`src/rtl/msg_image_pkg.sv`:
```
`default_nettype none
package msg_image_pkg;
  // ----------------------------------------------------------------
  // register map
  // ----------------------------------------------------------------
  localparam logic [11:0] ctl_offset = 12'h500;
  localparam logic [11:0] substitute_upper_address_offset = 12'h504;
  localparam logic [11:0] bar_offset = 12'h508;
  localparam logic [11:0] status_offset = 12'h50C;
  // ----------------------------------------------------------------
  // field positions in the control register
  // ----------------------------------------------------------------
  localparam int image_enable_pos = 31;
  localparam int translation_enable_pos = 30;
  localparam int bar_en_pos = 29;
  localparam int size_lsb = 24;
  localparam int rtt_lsb = 16;
  localparam int gbl_pos = 15;
  localparam int ci_pos = 14;
  localparam int wtt_lsb = 8;
  localparam int keep_pos = 7;
  localparam int end_lsb = 5;
  localparam int mra_pos = 4;
  localparam int amt_lsb = 0;
  // ----------------------------------------------------------------
  // reset values and codes
  // ----------------------------------------------------------------
  localparam logic [4:0] rtt_reset = 5'h0A;
  localparam logic [4:0] wtt_reset = 5'h02;
  localparam logic [1:0] end_reset = 2'h2;
  localparam logic [2:0] amt_max = 3'h4;
  localparam logic [7:0] fixed_fetch_bytes = 8'h08;
  localparam logic [11:0] shell_limit = 12'hFFF;
  localparam logic [1:0] resp_okay = 2'h0;
  localparam logic [1:0] resp_slverr = 2'h2;

  typedef struct packed {
    logic image_enable;
    logic translation_enable;
    logic bar_en;
    logic [3:0] size_code;
    logic [4:0] read_type_code;
    logic global_select;
    logic ci;
    logic [4:0] write_type_code;
    logic keep;
    logic [1:0] endian;
    logic read_alias_enable;
    logic [2:0] amt;
  } ctl_t;

  typedef struct packed {
    logic valid;
    logic write;
    logic [31:0] addr;
    logic [4:0] tt;
    logic gbl_n;
    logic ci_n;
    logic [1:0] endian;
    logic [7:0] bytes;
    logic from_hold;
  } proc_req_t;
endpackage
`default_nettype wire

```
`src/rtl/pci_msg_target_image_ctl.sv`:
```
// Function
// - translation enabled substitutes upper address bits, otherwise address passes unchanged.
// - base register enable clear: base register reads zero, writes ignored.
// - base register enable set: base register is readable and writable.
// - image size is 64 Kbyte times two to the size code.
// - size code picks compared lines, 31..16 at code 0 down to 31 alone.
// - reads drive the programmable read type code, reset to plain read.
// - writes drive the programmable write type code, reset to write with flush.
// - global select 0 asserts the global signal, 1 negates it.
// - cache-inhibit select 0 asserts cache inhibit, 1 negates it.
// - with hold enabled, next-address read is served from held prefetch data.
// - read to a non-matching address discards held prefetch data.
// - byte-order field: 00 little, 01 processor little, 10 big (reset), 11 true.
// - read alias turns memory read into read multiple with selected amount.
// - without aliasing a memory read prefetches exactly 8 bytes.
// - amount 000 is 8 bytes, doubling per step, 100 is 128, rest reserved.
// - every claimed PCI transaction arriving with no forward pending, except a read answered from held prefetch data, is forwarded onto the processor bus.
// - shell region ignores translation, hold and byte order, fetches 8 bytes.
//
// The register addresses and register access over AXI4-Lite were chosen for this implementation.
`timescale 1ns/100ps
`default_nettype none
module pci_msg_target_image_ctl
  import msg_image_pkg::*;
(
  input wire logic aclk,
  input wire logic aresetn,
  input wire logic [11:0] s_axi_awaddr,
  input wire logic s_axi_awvalid,
  output logic s_axi_awready,
  input wire logic [31:0] s_axi_wdata,
  input wire logic [3:0] s_axi_wstrb,
  input wire logic s_axi_wvalid,
  output logic s_axi_wready,
  output logic [1:0] s_axi_bresp,
  output logic s_axi_bvalid,
  input wire logic s_axi_bready,
  input wire logic [11:0] s_axi_araddr,
  input wire logic s_axi_arvalid,
  output logic s_axi_arready,
  output logic [31:0] s_axi_rdata,
  output logic [1:0] s_axi_rresp,
  output logic s_axi_rvalid,
  input wire logic s_axi_rready,
  input wire logic pci_valid,
  input wire logic pci_write,
  input wire logic pci_mem_read_multiple,
  input wire logic [31:0] pci_addr,
  input wire logic proc_done,
  output logic [31:0] proc_addr,
  output logic [4:0] proc_transfer_type_lines,
  output logic proc_global_signal_n,
  output logic proc_cache_inhibit_signal_n,
  output logic [1:0] proc_endian_mode,
  output logic [7:0] proc_fetch_bytes,
  output logic proc_req_valid,
  output logic proc_req_write,
  output logic hold_hit
);
  // ----------------------------------------------------------------
  // state
  // ----------------------------------------------------------------
  typedef struct packed {
    ctl_t ctl;
    logic [15:0] substitute_upper_address;
    logic [15:0] bar;
    logic aw_got;
    logic [11:0] aw;
    logic w_got;
    logic [31:0] w;
    logic [3:0] ws;
    logic bvalid;
    logic [1:0] bresp;
    logic rvalid;
    logic [31:0] rdata;
    logic [1:0] rresp;
    logic hold_valid;
    logic [31:0] hold_next;
    logic busy;
    logic [31:0] paddr;
    logic [4:0] ptt;
    logic pgbl_n;
    logic pci_n;
    logic [1:0] pend;
    logic [7:0] pbytes;
    logic pvalid;
    logic pwrite;
    logic phit;
    logic awrdy;
    logic wrdy;
    logic arrdy;
  } state_t;

  state_t cur_ff;
  state_t nxt_cur;
  logic [31:0] ctl_word;
  logic [15:0] size_mask;
  logic [31:0] xlat_addr;
  logic shell_hit;
  logic [7:0] fetch_bytes;
  logic [31:0] merged;

  always_comb
  begin
    ctl_word = '0;
    ctl_word[image_enable_pos] = cur_ff.ctl.image_enable;
    ctl_word[translation_enable_pos] = cur_ff.ctl.translation_enable;
    ctl_word[bar_en_pos] = cur_ff.ctl.bar_en;
    ctl_word[size_lsb +: 4] = cur_ff.ctl.size_code;
    ctl_word[rtt_lsb +: 5] = cur_ff.ctl.read_type_code;
    ctl_word[gbl_pos] = cur_ff.ctl.global_select;
    ctl_word[ci_pos] = cur_ff.ctl.ci;
    ctl_word[wtt_lsb +: 5] = cur_ff.ctl.write_type_code;
    ctl_word[keep_pos] = cur_ff.ctl.keep;
    ctl_word[end_lsb +: 2] = cur_ff.ctl.endian;
    ctl_word[mra_pos] = cur_ff.ctl.read_alias_enable;
    ctl_word[amt_lsb +: 3] = cur_ff.ctl.amt;
  end

  // ----------------------------------------------------------------
  // address compare and translation
  // ----------------------------------------------------------------
  // mask of upper lines in use: code 0 keeps 31..16, code 15 keeps 31 only
  assign size_mask = 16'hFFFF << cur_ff.ctl.size_code;
  assign shell_hit = (pci_addr[15:12] == 4'h0) && ((pci_addr[31:16] & size_mask) == (cur_ff.bar & size_mask))
                     && ((pci_addr[15:0] & {4'h0, shell_limit}) == pci_addr[15:0]);
  assign xlat_addr = {(cur_ff.substitute_upper_address & size_mask) | (pci_addr[31:16] & ~size_mask), pci_addr[15:0]};

  always_comb
  begin
    if (shell_hit || !pci_mem_read_multiple && !cur_ff.ctl.read_alias_enable)
      fetch_bytes = fixed_fetch_bytes;
    else if (cur_ff.ctl.amt > amt_max)
      fetch_bytes = fixed_fetch_bytes; // reserved codes fall back to smallest fetch
    else
      fetch_bytes = fixed_fetch_bytes << cur_ff.ctl.amt;
  end

  // ----------------------------------------------------------------
  // next state
  // ----------------------------------------------------------------
  always_comb
  begin
    nxt_cur = cur_ff;
    merged = '0;
    nxt_cur.pvalid = 1'b0;
    nxt_cur.phit = 1'b0;
    // bus write channel: address and data taken in either order
    if (s_axi_awvalid && cur_ff.awrdy)
    begin
      nxt_cur.aw_got = 1'b1;
      nxt_cur.aw = s_axi_awaddr;
    end
    if (s_axi_wvalid && cur_ff.wrdy)
    begin
      nxt_cur.w_got = 1'b1;
      nxt_cur.w = s_axi_wdata;
      nxt_cur.ws = s_axi_wstrb;
    end
    if (cur_ff.aw_got && cur_ff.w_got)
    begin
      nxt_cur.aw_got = 1'b0;
      nxt_cur.w_got = 1'b0;
      nxt_cur.bvalid = 1'b1;
      nxt_cur.bresp = resp_okay;
      for (int i = 0; i < 4; i++)
        merged[i*8 +: 8] = cur_ff.ws[i] ? cur_ff.w[i*8 +: 8] : ctl_word[i*8 +: 8];
      if (cur_ff.aw == ctl_offset)
      begin
        nxt_cur.ctl.image_enable = merged[image_enable_pos];
        nxt_cur.ctl.translation_enable = merged[translation_enable_pos];
        nxt_cur.ctl.bar_en = merged[bar_en_pos];
        nxt_cur.ctl.size_code = merged[size_lsb +: 4];
        nxt_cur.ctl.read_type_code = merged[rtt_lsb +: 5];
        nxt_cur.ctl.global_select = merged[gbl_pos];
        nxt_cur.ctl.ci = merged[ci_pos];
        nxt_cur.ctl.write_type_code = merged[wtt_lsb +: 5];
        nxt_cur.ctl.keep = merged[keep_pos];
        nxt_cur.ctl.endian = merged[end_lsb +: 2];
        nxt_cur.ctl.read_alias_enable = merged[mra_pos];
        nxt_cur.ctl.amt = merged[amt_lsb +: 3];
      end
      else if (cur_ff.aw == substitute_upper_address_offset)
      begin
        if (cur_ff.ws[2])
          nxt_cur.substitute_upper_address[7:0] = cur_ff.w[23:16];
        if (cur_ff.ws[3])
          nxt_cur.substitute_upper_address[15:8] = cur_ff.w[31:24];
      end
      else if (cur_ff.aw == bar_offset)
      begin
        if (cur_ff.ctl.bar_en)
        begin
          if (cur_ff.ws[2])
            nxt_cur.bar[7:0] = cur_ff.w[23:16];
          if (cur_ff.ws[3])
            nxt_cur.bar[15:8] = cur_ff.w[31:24];
        end
      end
      else if (cur_ff.aw != status_offset)
        nxt_cur.bresp = resp_slverr;
    end
    if (cur_ff.bvalid && s_axi_bready)
      nxt_cur.bvalid = 1'b0;
    // bus read channel
    if (s_axi_arvalid && cur_ff.arrdy)
    begin
      nxt_cur.rvalid = 1'b1;
      nxt_cur.rresp = resp_okay;
      nxt_cur.rdata = '0;
      if (s_axi_araddr == ctl_offset)
        nxt_cur.rdata = ctl_word;
      else if (s_axi_araddr == substitute_upper_address_offset)
        nxt_cur.rdata = {cur_ff.substitute_upper_address, 16'h0000};
      else if (s_axi_araddr == bar_offset)
        nxt_cur.rdata = cur_ff.ctl.bar_en ? {cur_ff.bar, 16'h0000} : 32'h0000_0000;
      else if (s_axi_araddr == status_offset)
        nxt_cur.rdata = {30'h0, cur_ff.busy, cur_ff.hold_valid};
      else
        nxt_cur.rresp = resp_slverr;
    end
    if (cur_ff.rvalid && s_axi_rready)
      nxt_cur.rvalid = 1'b0;
    // forwarding of claimed transactions, one at a time
    if (proc_done)
      nxt_cur.busy = 1'b0;
    if (pci_valid && !cur_ff.busy && cur_ff.ctl.image_enable
        && ((pci_addr[31:16] & size_mask) == (cur_ff.bar & size_mask)))
    begin
      if (!pci_write && cur_ff.hold_valid && cur_ff.ctl.keep && !shell_hit && pci_addr == cur_ff.hold_next)
      begin
        // held data answers; no new fetch leaves the block
        nxt_cur.phit = 1'b1;
        nxt_cur.hold_next = pci_addr + 32'h0000_0004;
      end
      else
      begin
        nxt_cur.busy = 1'b1;
        nxt_cur.pvalid = 1'b1;
        nxt_cur.pwrite = pci_write;
        nxt_cur.paddr = (cur_ff.ctl.translation_enable && !shell_hit) ? xlat_addr : pci_addr;
        nxt_cur.ptt = pci_write ? cur_ff.ctl.write_type_code : cur_ff.ctl.read_type_code;
        nxt_cur.pgbl_n = cur_ff.ctl.global_select;
        nxt_cur.pci_n = cur_ff.ctl.ci;
        nxt_cur.pend = shell_hit ? end_reset : cur_ff.ctl.endian;
        nxt_cur.pbytes = pci_write ? 8'h00 : fetch_bytes;
        // a miss drops held data; a keeping read refills it past the first word
        nxt_cur.hold_valid = !pci_write && cur_ff.ctl.keep && !shell_hit && fetch_bytes > 8'h04;
        nxt_cur.hold_next = pci_addr + 32'h0000_0004;
      end
    end
    if (!cur_ff.ctl.keep)
      nxt_cur.hold_valid = 1'b0;
    // readies registered: no bus output runs through gates, low in reset
    nxt_cur.awrdy = !nxt_cur.aw_got && !nxt_cur.bvalid;
    nxt_cur.wrdy = !nxt_cur.w_got && !nxt_cur.bvalid;
    nxt_cur.arrdy = !nxt_cur.rvalid;
  end

  always_ff @(posedge aclk)
  begin
    if (!aresetn)
    begin
      cur_ff <= '0;
      cur_ff.ctl.read_type_code <= rtt_reset;
      cur_ff.ctl.write_type_code <= wtt_reset;
      cur_ff.ctl.endian <= end_reset;
      cur_ff.pend <= end_reset;
    end
    else
      cur_ff <= nxt_cur;
  end

  // ----------------------------------------------------------------
  // outputs
  // ----------------------------------------------------------------
  assign s_axi_awready = cur_ff.awrdy;
  assign s_axi_wready = cur_ff.wrdy;
  assign s_axi_bvalid = cur_ff.bvalid;
  assign s_axi_bresp = cur_ff.bresp;
  assign s_axi_arready = cur_ff.arrdy;
  assign s_axi_rvalid = cur_ff.rvalid;
  assign s_axi_rdata = cur_ff.rdata;
  assign s_axi_rresp = cur_ff.rresp;
  assign proc_addr = cur_ff.paddr;
  assign proc_transfer_type_lines = cur_ff.ptt;
  assign proc_global_signal_n = cur_ff.pgbl_n;
  assign proc_cache_inhibit_signal_n = cur_ff.pci_n;
  assign proc_endian_mode = cur_ff.pend;
  assign proc_fetch_bytes = cur_ff.pbytes;
  assign proc_req_valid = cur_ff.pvalid;
  assign proc_req_write = cur_ff.pwrite;
  assign hold_hit = cur_ff.phit;

  // ----------------------------------------------------------------
  // checks
  // ----------------------------------------------------------------
  property p_read_type;
    @(posedge aclk) disable iff (!aresetn)
      (proc_req_valid && !proc_req_write) |-> proc_transfer_type_lines == $past(cur_ff.ctl.read_type_code);
  endproperty
  a_read_type: assert property (p_read_type) else $error("read type wrong");

  property p_write_type;
    @(posedge aclk) disable iff (!aresetn)
      (proc_req_valid && proc_req_write) |-> proc_transfer_type_lines == $past(cur_ff.ctl.write_type_code);
  endproperty
  a_write_type: assert property (p_write_type) else $error("write type wrong");

  property p_global;
    @(posedge aclk) disable iff (!aresetn)
      proc_req_valid |-> proc_global_signal_n == $past(cur_ff.ctl.global_select);
  endproperty
  a_global: assert property (p_global) else $error("global level wrong");

  property p_cache;
    @(posedge aclk) disable iff (!aresetn)
      proc_req_valid |-> proc_cache_inhibit_signal_n == $past(cur_ff.ctl.ci);
  endproperty
  a_cache: assert property (p_cache) else $error("cache inhibit level wrong");

  property p_bar_hidden;
    @(posedge aclk) disable iff (!aresetn)
      (s_axi_arvalid && s_axi_arready && s_axi_araddr == bar_offset && !cur_ff.ctl.bar_en) |=> s_axi_rdata == 32'h0;
  endproperty
  a_bar_hidden: assert property (p_bar_hidden) else $error("hidden base reg not zero");

  property p_fetch_size;
    @(posedge aclk) disable iff (!aresetn)
      (proc_req_valid && !proc_req_write) |-> proc_fetch_bytes inside {8'h08, 8'h10, 8'h20, 8'h40, 8'h80};
  endproperty
  a_fetch_size: assert property (p_fetch_size) else $error("fetch size illegal");

  property p_no_xlat;
    @(posedge aclk) disable iff (!aresetn)
      (pci_valid && !cur_ff.busy && cur_ff.ctl.image_enable && !cur_ff.ctl.translation_enable && !cur_ff.hold_valid)
      |=> !proc_req_valid || proc_addr == $past(pci_addr);
  endproperty
  a_no_xlat: assert property (p_no_xlat) else $error("untranslated address changed");

  property p_hit_no_fetch;
    @(posedge aclk) disable iff (!aresetn)
      hold_hit |-> !proc_req_valid;
  endproperty
  a_hit_no_fetch: assert property (p_hit_no_fetch) else $error("held hit fetched");
endmodule
`default_nettype wire

```
`config.mk`:
```
export PLATFORM = sky130hd
export DESIGN_NAME = pci_msg_target_image_ctl
export DESIGN_NICKNAME = d
export VERILOG_FILES = /design/src/rtl/msg_image_pkg.sv /design/src/rtl/pci_msg_target_image_ctl.sv
export SDC_FILE = /design/constraint.sdc
export NUM_CORES = 1
export LEC_CHECK = 0
export ABC_AREA = 1
export ABC_CLOCK_PERIOD_IN_PS = 2370
export BUFFER_PORTS_ARGS = -buffer_cell sky130_fd_sc_hd__buf_2
export CAP_MARGIN = 20
export CORE_ASPECT_RATIO = 0.6
export CORE_MARGIN = 3
export CORE_UTILIZATION = 35
export CTS_BUF_LIST = sky130_fd_sc_hd__clkbuf_16
export DETAILED_ROUTE_END_ITERATION = 6
export GPL_TIMING_DRIVEN = 0
export SYNTH_ARGS = -nofsm -noshare
export SYNTH_HDL_FRONTEND = slang
export SYNTH_SLANG_ARGS = --single-unit
```
`constraint.sdc`:
```
create_clock -name aclk -period 2.37 [get_ports aclk]
set_clock_uncertainty 0.05 [all_clocks]
set_input_delay 0.5925 -clock aclk [delete_from_list [all_inputs] [get_ports aclk]]
set_output_delay 0.5925 -clock aclk [all_outputs]
set_load 0.05 [all_outputs]
```
==> reports/qor.yml <==
worst_setup_path:
  reg2reg_slack_ns: 0.11
  arrival_ns: 2.60
  critPathCaptureType: "register"
  crit_path_max_incr_delay_ns: 0.51
  critPathSlowestCell: "nor4_1"
  path_cells: "clkbuf_4 -> inv_1 -> nand2_1 -> nand2_1 -> nand2_1 -> nand2_1 -> inv_2 -> nand2_1 -> nor2_4 -> nand3_4 -> buf_4 -> nand3_1 -> nor4_1"
  critPathTopFamily: "simple AND/OR/NAND/NOR gates"
  worstPathRequired_ns: 2.70
  crit_type: "reg -> reg"
  startpoint_type: "register"
  cp_common_cell: "nand2_1"
  cp_num_buf_inv: 4
  path_max_fanout: 8
global_route:
  grt_max_degree: 14
  antenna_found_initial: 0
  grt_pass1_wl_mm: 61.5
  grt_pass1_vias: 10393
  track_usage_pct: 23.4
  globalRouteOverflowTotal: 0
drt:
  vias: 11459
  final_antenna_net_count: 0
  routed_wl_mm: 41.3
  via_per_inst: 5.08
  drt_pre_antenna_iters: 7
  wl_per_cell_um: 18.3
  drt_iter0_markers: 1065
  drc: 0
clock_network:
  worstSkewPairLatency_ns: 0.55
  cts.path.max_buffers: 3
  cts_made_buffers: 24
  cts-root-buf: "clkbuf_16"
  htreeDepth: 1
  cts.clk_slew.worst_paths_ns: 0.07
  cts_tree: "built"
  clock-sinks: 226
placed_design:
  io_buffers: 176
  finalWeightedCongestion: 0.957
  place_area_mm2: 0.0126
  dp_hpwl_mm: 32.7
power:
  finalPower_mw: 8.78
  ir_drop_mv: 0.492
  p_per_area_mw_per_mm2: 650
  power.leakage_nw: 5.96
sta:
  report.final.setup_viol: 0
  finalSetupTns_ns: 0
  period_share_pct: 95.4
  slew_viol_final: 0
  rsz0062_at_grt: "no"
  worstMarginPinSlew_ns: 1.01
  max_clock_freq_mhz: 442
  slew_headroom_pct: 32.2
  hold_viol_final: 0
  layout_min_cycle_time_ns: 2.26
floorplan:
  dieArea_mm2: 0.0341
  die_h_um: 144
  die_w_um: 236
  core_mm2: 0.0307
  ios: 196
  start_util_pct: 36.4
  core.rowCount: 49
final_layout:
  syn_to_final_growth_pct: 21.0
  fin_area_mm2: 0.0135
  fin_util_pct: 44.0
  nets: 1935
  final_layout_size_suffix_gt1_share_pct: 18.8
  fillers: 3287
  antenna_cells: 0
yosys:
  syn_inst: 1616
  yosys_warnings: 0
  ys_seq_area_share_pct: 40.6
  ys_ff_latch: 226
  postSynthAreaPerCell_um2: 6.90
  netlist-cell-type-count: 39
  netlist_area_mm2: 0.0112
flow_run:
  drv_cap: 0
hold_path:
  hp-class: "in -> reg"
status:
  outcome: "finished clean"
through the flow:
stage	setup WS, ns	instances	hold slack (ns)
5_1_grt	0.00363	2254	0.231
4_1_cts	0.00713	2249	0.218
3_5_place_dp	-0.531	2206	0.405
2_1_floorplan	0.161	1622	0.375
3_3_place_gp	-0.541	2206	0.399
6_report	0.108	2254	0.232
Yosys cell counts, drive strengths merged:
cell    count  share of area, %
dfxtp     226                41
a31oi       5              0.28
conb        1             0.034
buf       101               6.8
nor3b       2              0.13
xor2       35               2.7
nor4b       1             0.079
nor2      263               9.0
ha          3              0.34
o221ai      6              0.47
nand2     289               9.8
clkinv      2             0.067
clkbuf     62               2.1
nand4      25               1.4
nor4       17              0.95
a21oi     107               4.8
o32ai       3              0.24
a32oi       1             0.079
xnor2       2              0.16
a211oi     21               1.4
o211ai      4              0.27
or2         2              0.11
nor3       34               1.6
o31ai       4              0.27
nand3      36               1.7
a21o        1             0.067
o21ai     207               9.3
inv       155               5.2
nand2b      1             0.056
worst reg2reg max path, delay by kind of cell, from the launching register on:
kind | cells | cell delay (ns)
and+or+nand+nor | 9 | 1.25
DFF | 1 | 0.30
buffers and inverters | 4 | 0.51
worst paths after layout:
check                                     start              end  cells after the start
worst max-delay path               ctl_word[25]         hold_hit                     13
worst min-delay path                  proc_done       cur_ff[55]                      2
worst max register to register     ctl_word[25]         hold_hit                     13
worst min register to register  s_axi_rdata[24]  s_axi_rdata[24]                      2
repair_timing:
| item | in CTS | in global routing |
|---|---|---|
| buffers inserted | 0 | 7 |
| hold buffers | 0 | 0 |
| gates cloned | 0 | 0 |
| pin swaps | 0 | 1 |
| resized for setup | 5 | 25 |
| setup endpoints to repair | 52 | 89 |
report_power, final:
group	switching [mW]	internal, mW	leakage [nW]
Sequential	0.0772	3.89	1.83
Clock	1.65	2.29	0.409
Combinational	0.604	0.261	3.72
per-layer routing:
| layer | track usage, % | share of wire, % |
|---|---|---|
| met1 | 36.3 | 50 |
| met3 | 4.82 | 9.2 |
| met2 | 33.3 | 39 |
| met4 | 4.07 | 1.7 |
| met5 | 0 | 0 |
placed cells by master, fill, tap and decap left out, types with 3 or more instances in the layout:
cell / instances
nor4_1: 16
o21ai_0: 175
inv_1: 151
xor2_1: 35
o221ai_1: 6
nand4_1: 25
nand2_2: 3
nor3_1: 33
buf_4: 94
clkbuf_2: 4
inv_2: 7
o21ai_1: 32
bufinv_16: 4
nor2_1: 259
a21oi_1: 107
clkbuf_16: 24
nand3_2: 3
o32ai_1: 3
o211ai_1: 4
a31oi_1: 5
clkinv_2: 4
nand3_1: 32
o31ai_1: 4
dfxtp_1: 225
clkbuf_1: 57
buf_2: 179
conb_1: 7
ha_1: 3
clkinv_1: 7
nand2_1: 285
buf_6: 7
a211oi_1: 20
layout make-up:
class,count,area (um^2),area share [%]
multi-input cells,1076,5110,37.9
clock buffers,24,601,4.45
inverters,157,592,4.38
well taps,408,510,3.78
plain buffers,161,1000,7.43
clock inverters,19,211,1.57
flip-flops and latches,226,4530,33.5
repair buffers,183,946,7.01
cell families after synthesis:
family	count (synthesis)	share of synthesized area (%)
and+or+nand+nor	670	24.8
AOI/OAI and AO/OA	359	17.2
buffers and inverters	320	14.2
DFF	226	40.6
xor gates and xnor gates	37	2.91
adders and majority gates	3	0.337
other	1	0.0336
sequential cells by signal (all words and copies together) (netlist names), 2 cells and up:
signal	flops
ctl_word	26
s_axi_rdata	30
proc_transfer_type_lines	5
proc_endian_mode	2
proc_addr	32
proc_fetch_bytes	5
cur_ff	114
No activity file was read; power rests on OpenSTA's default activity.
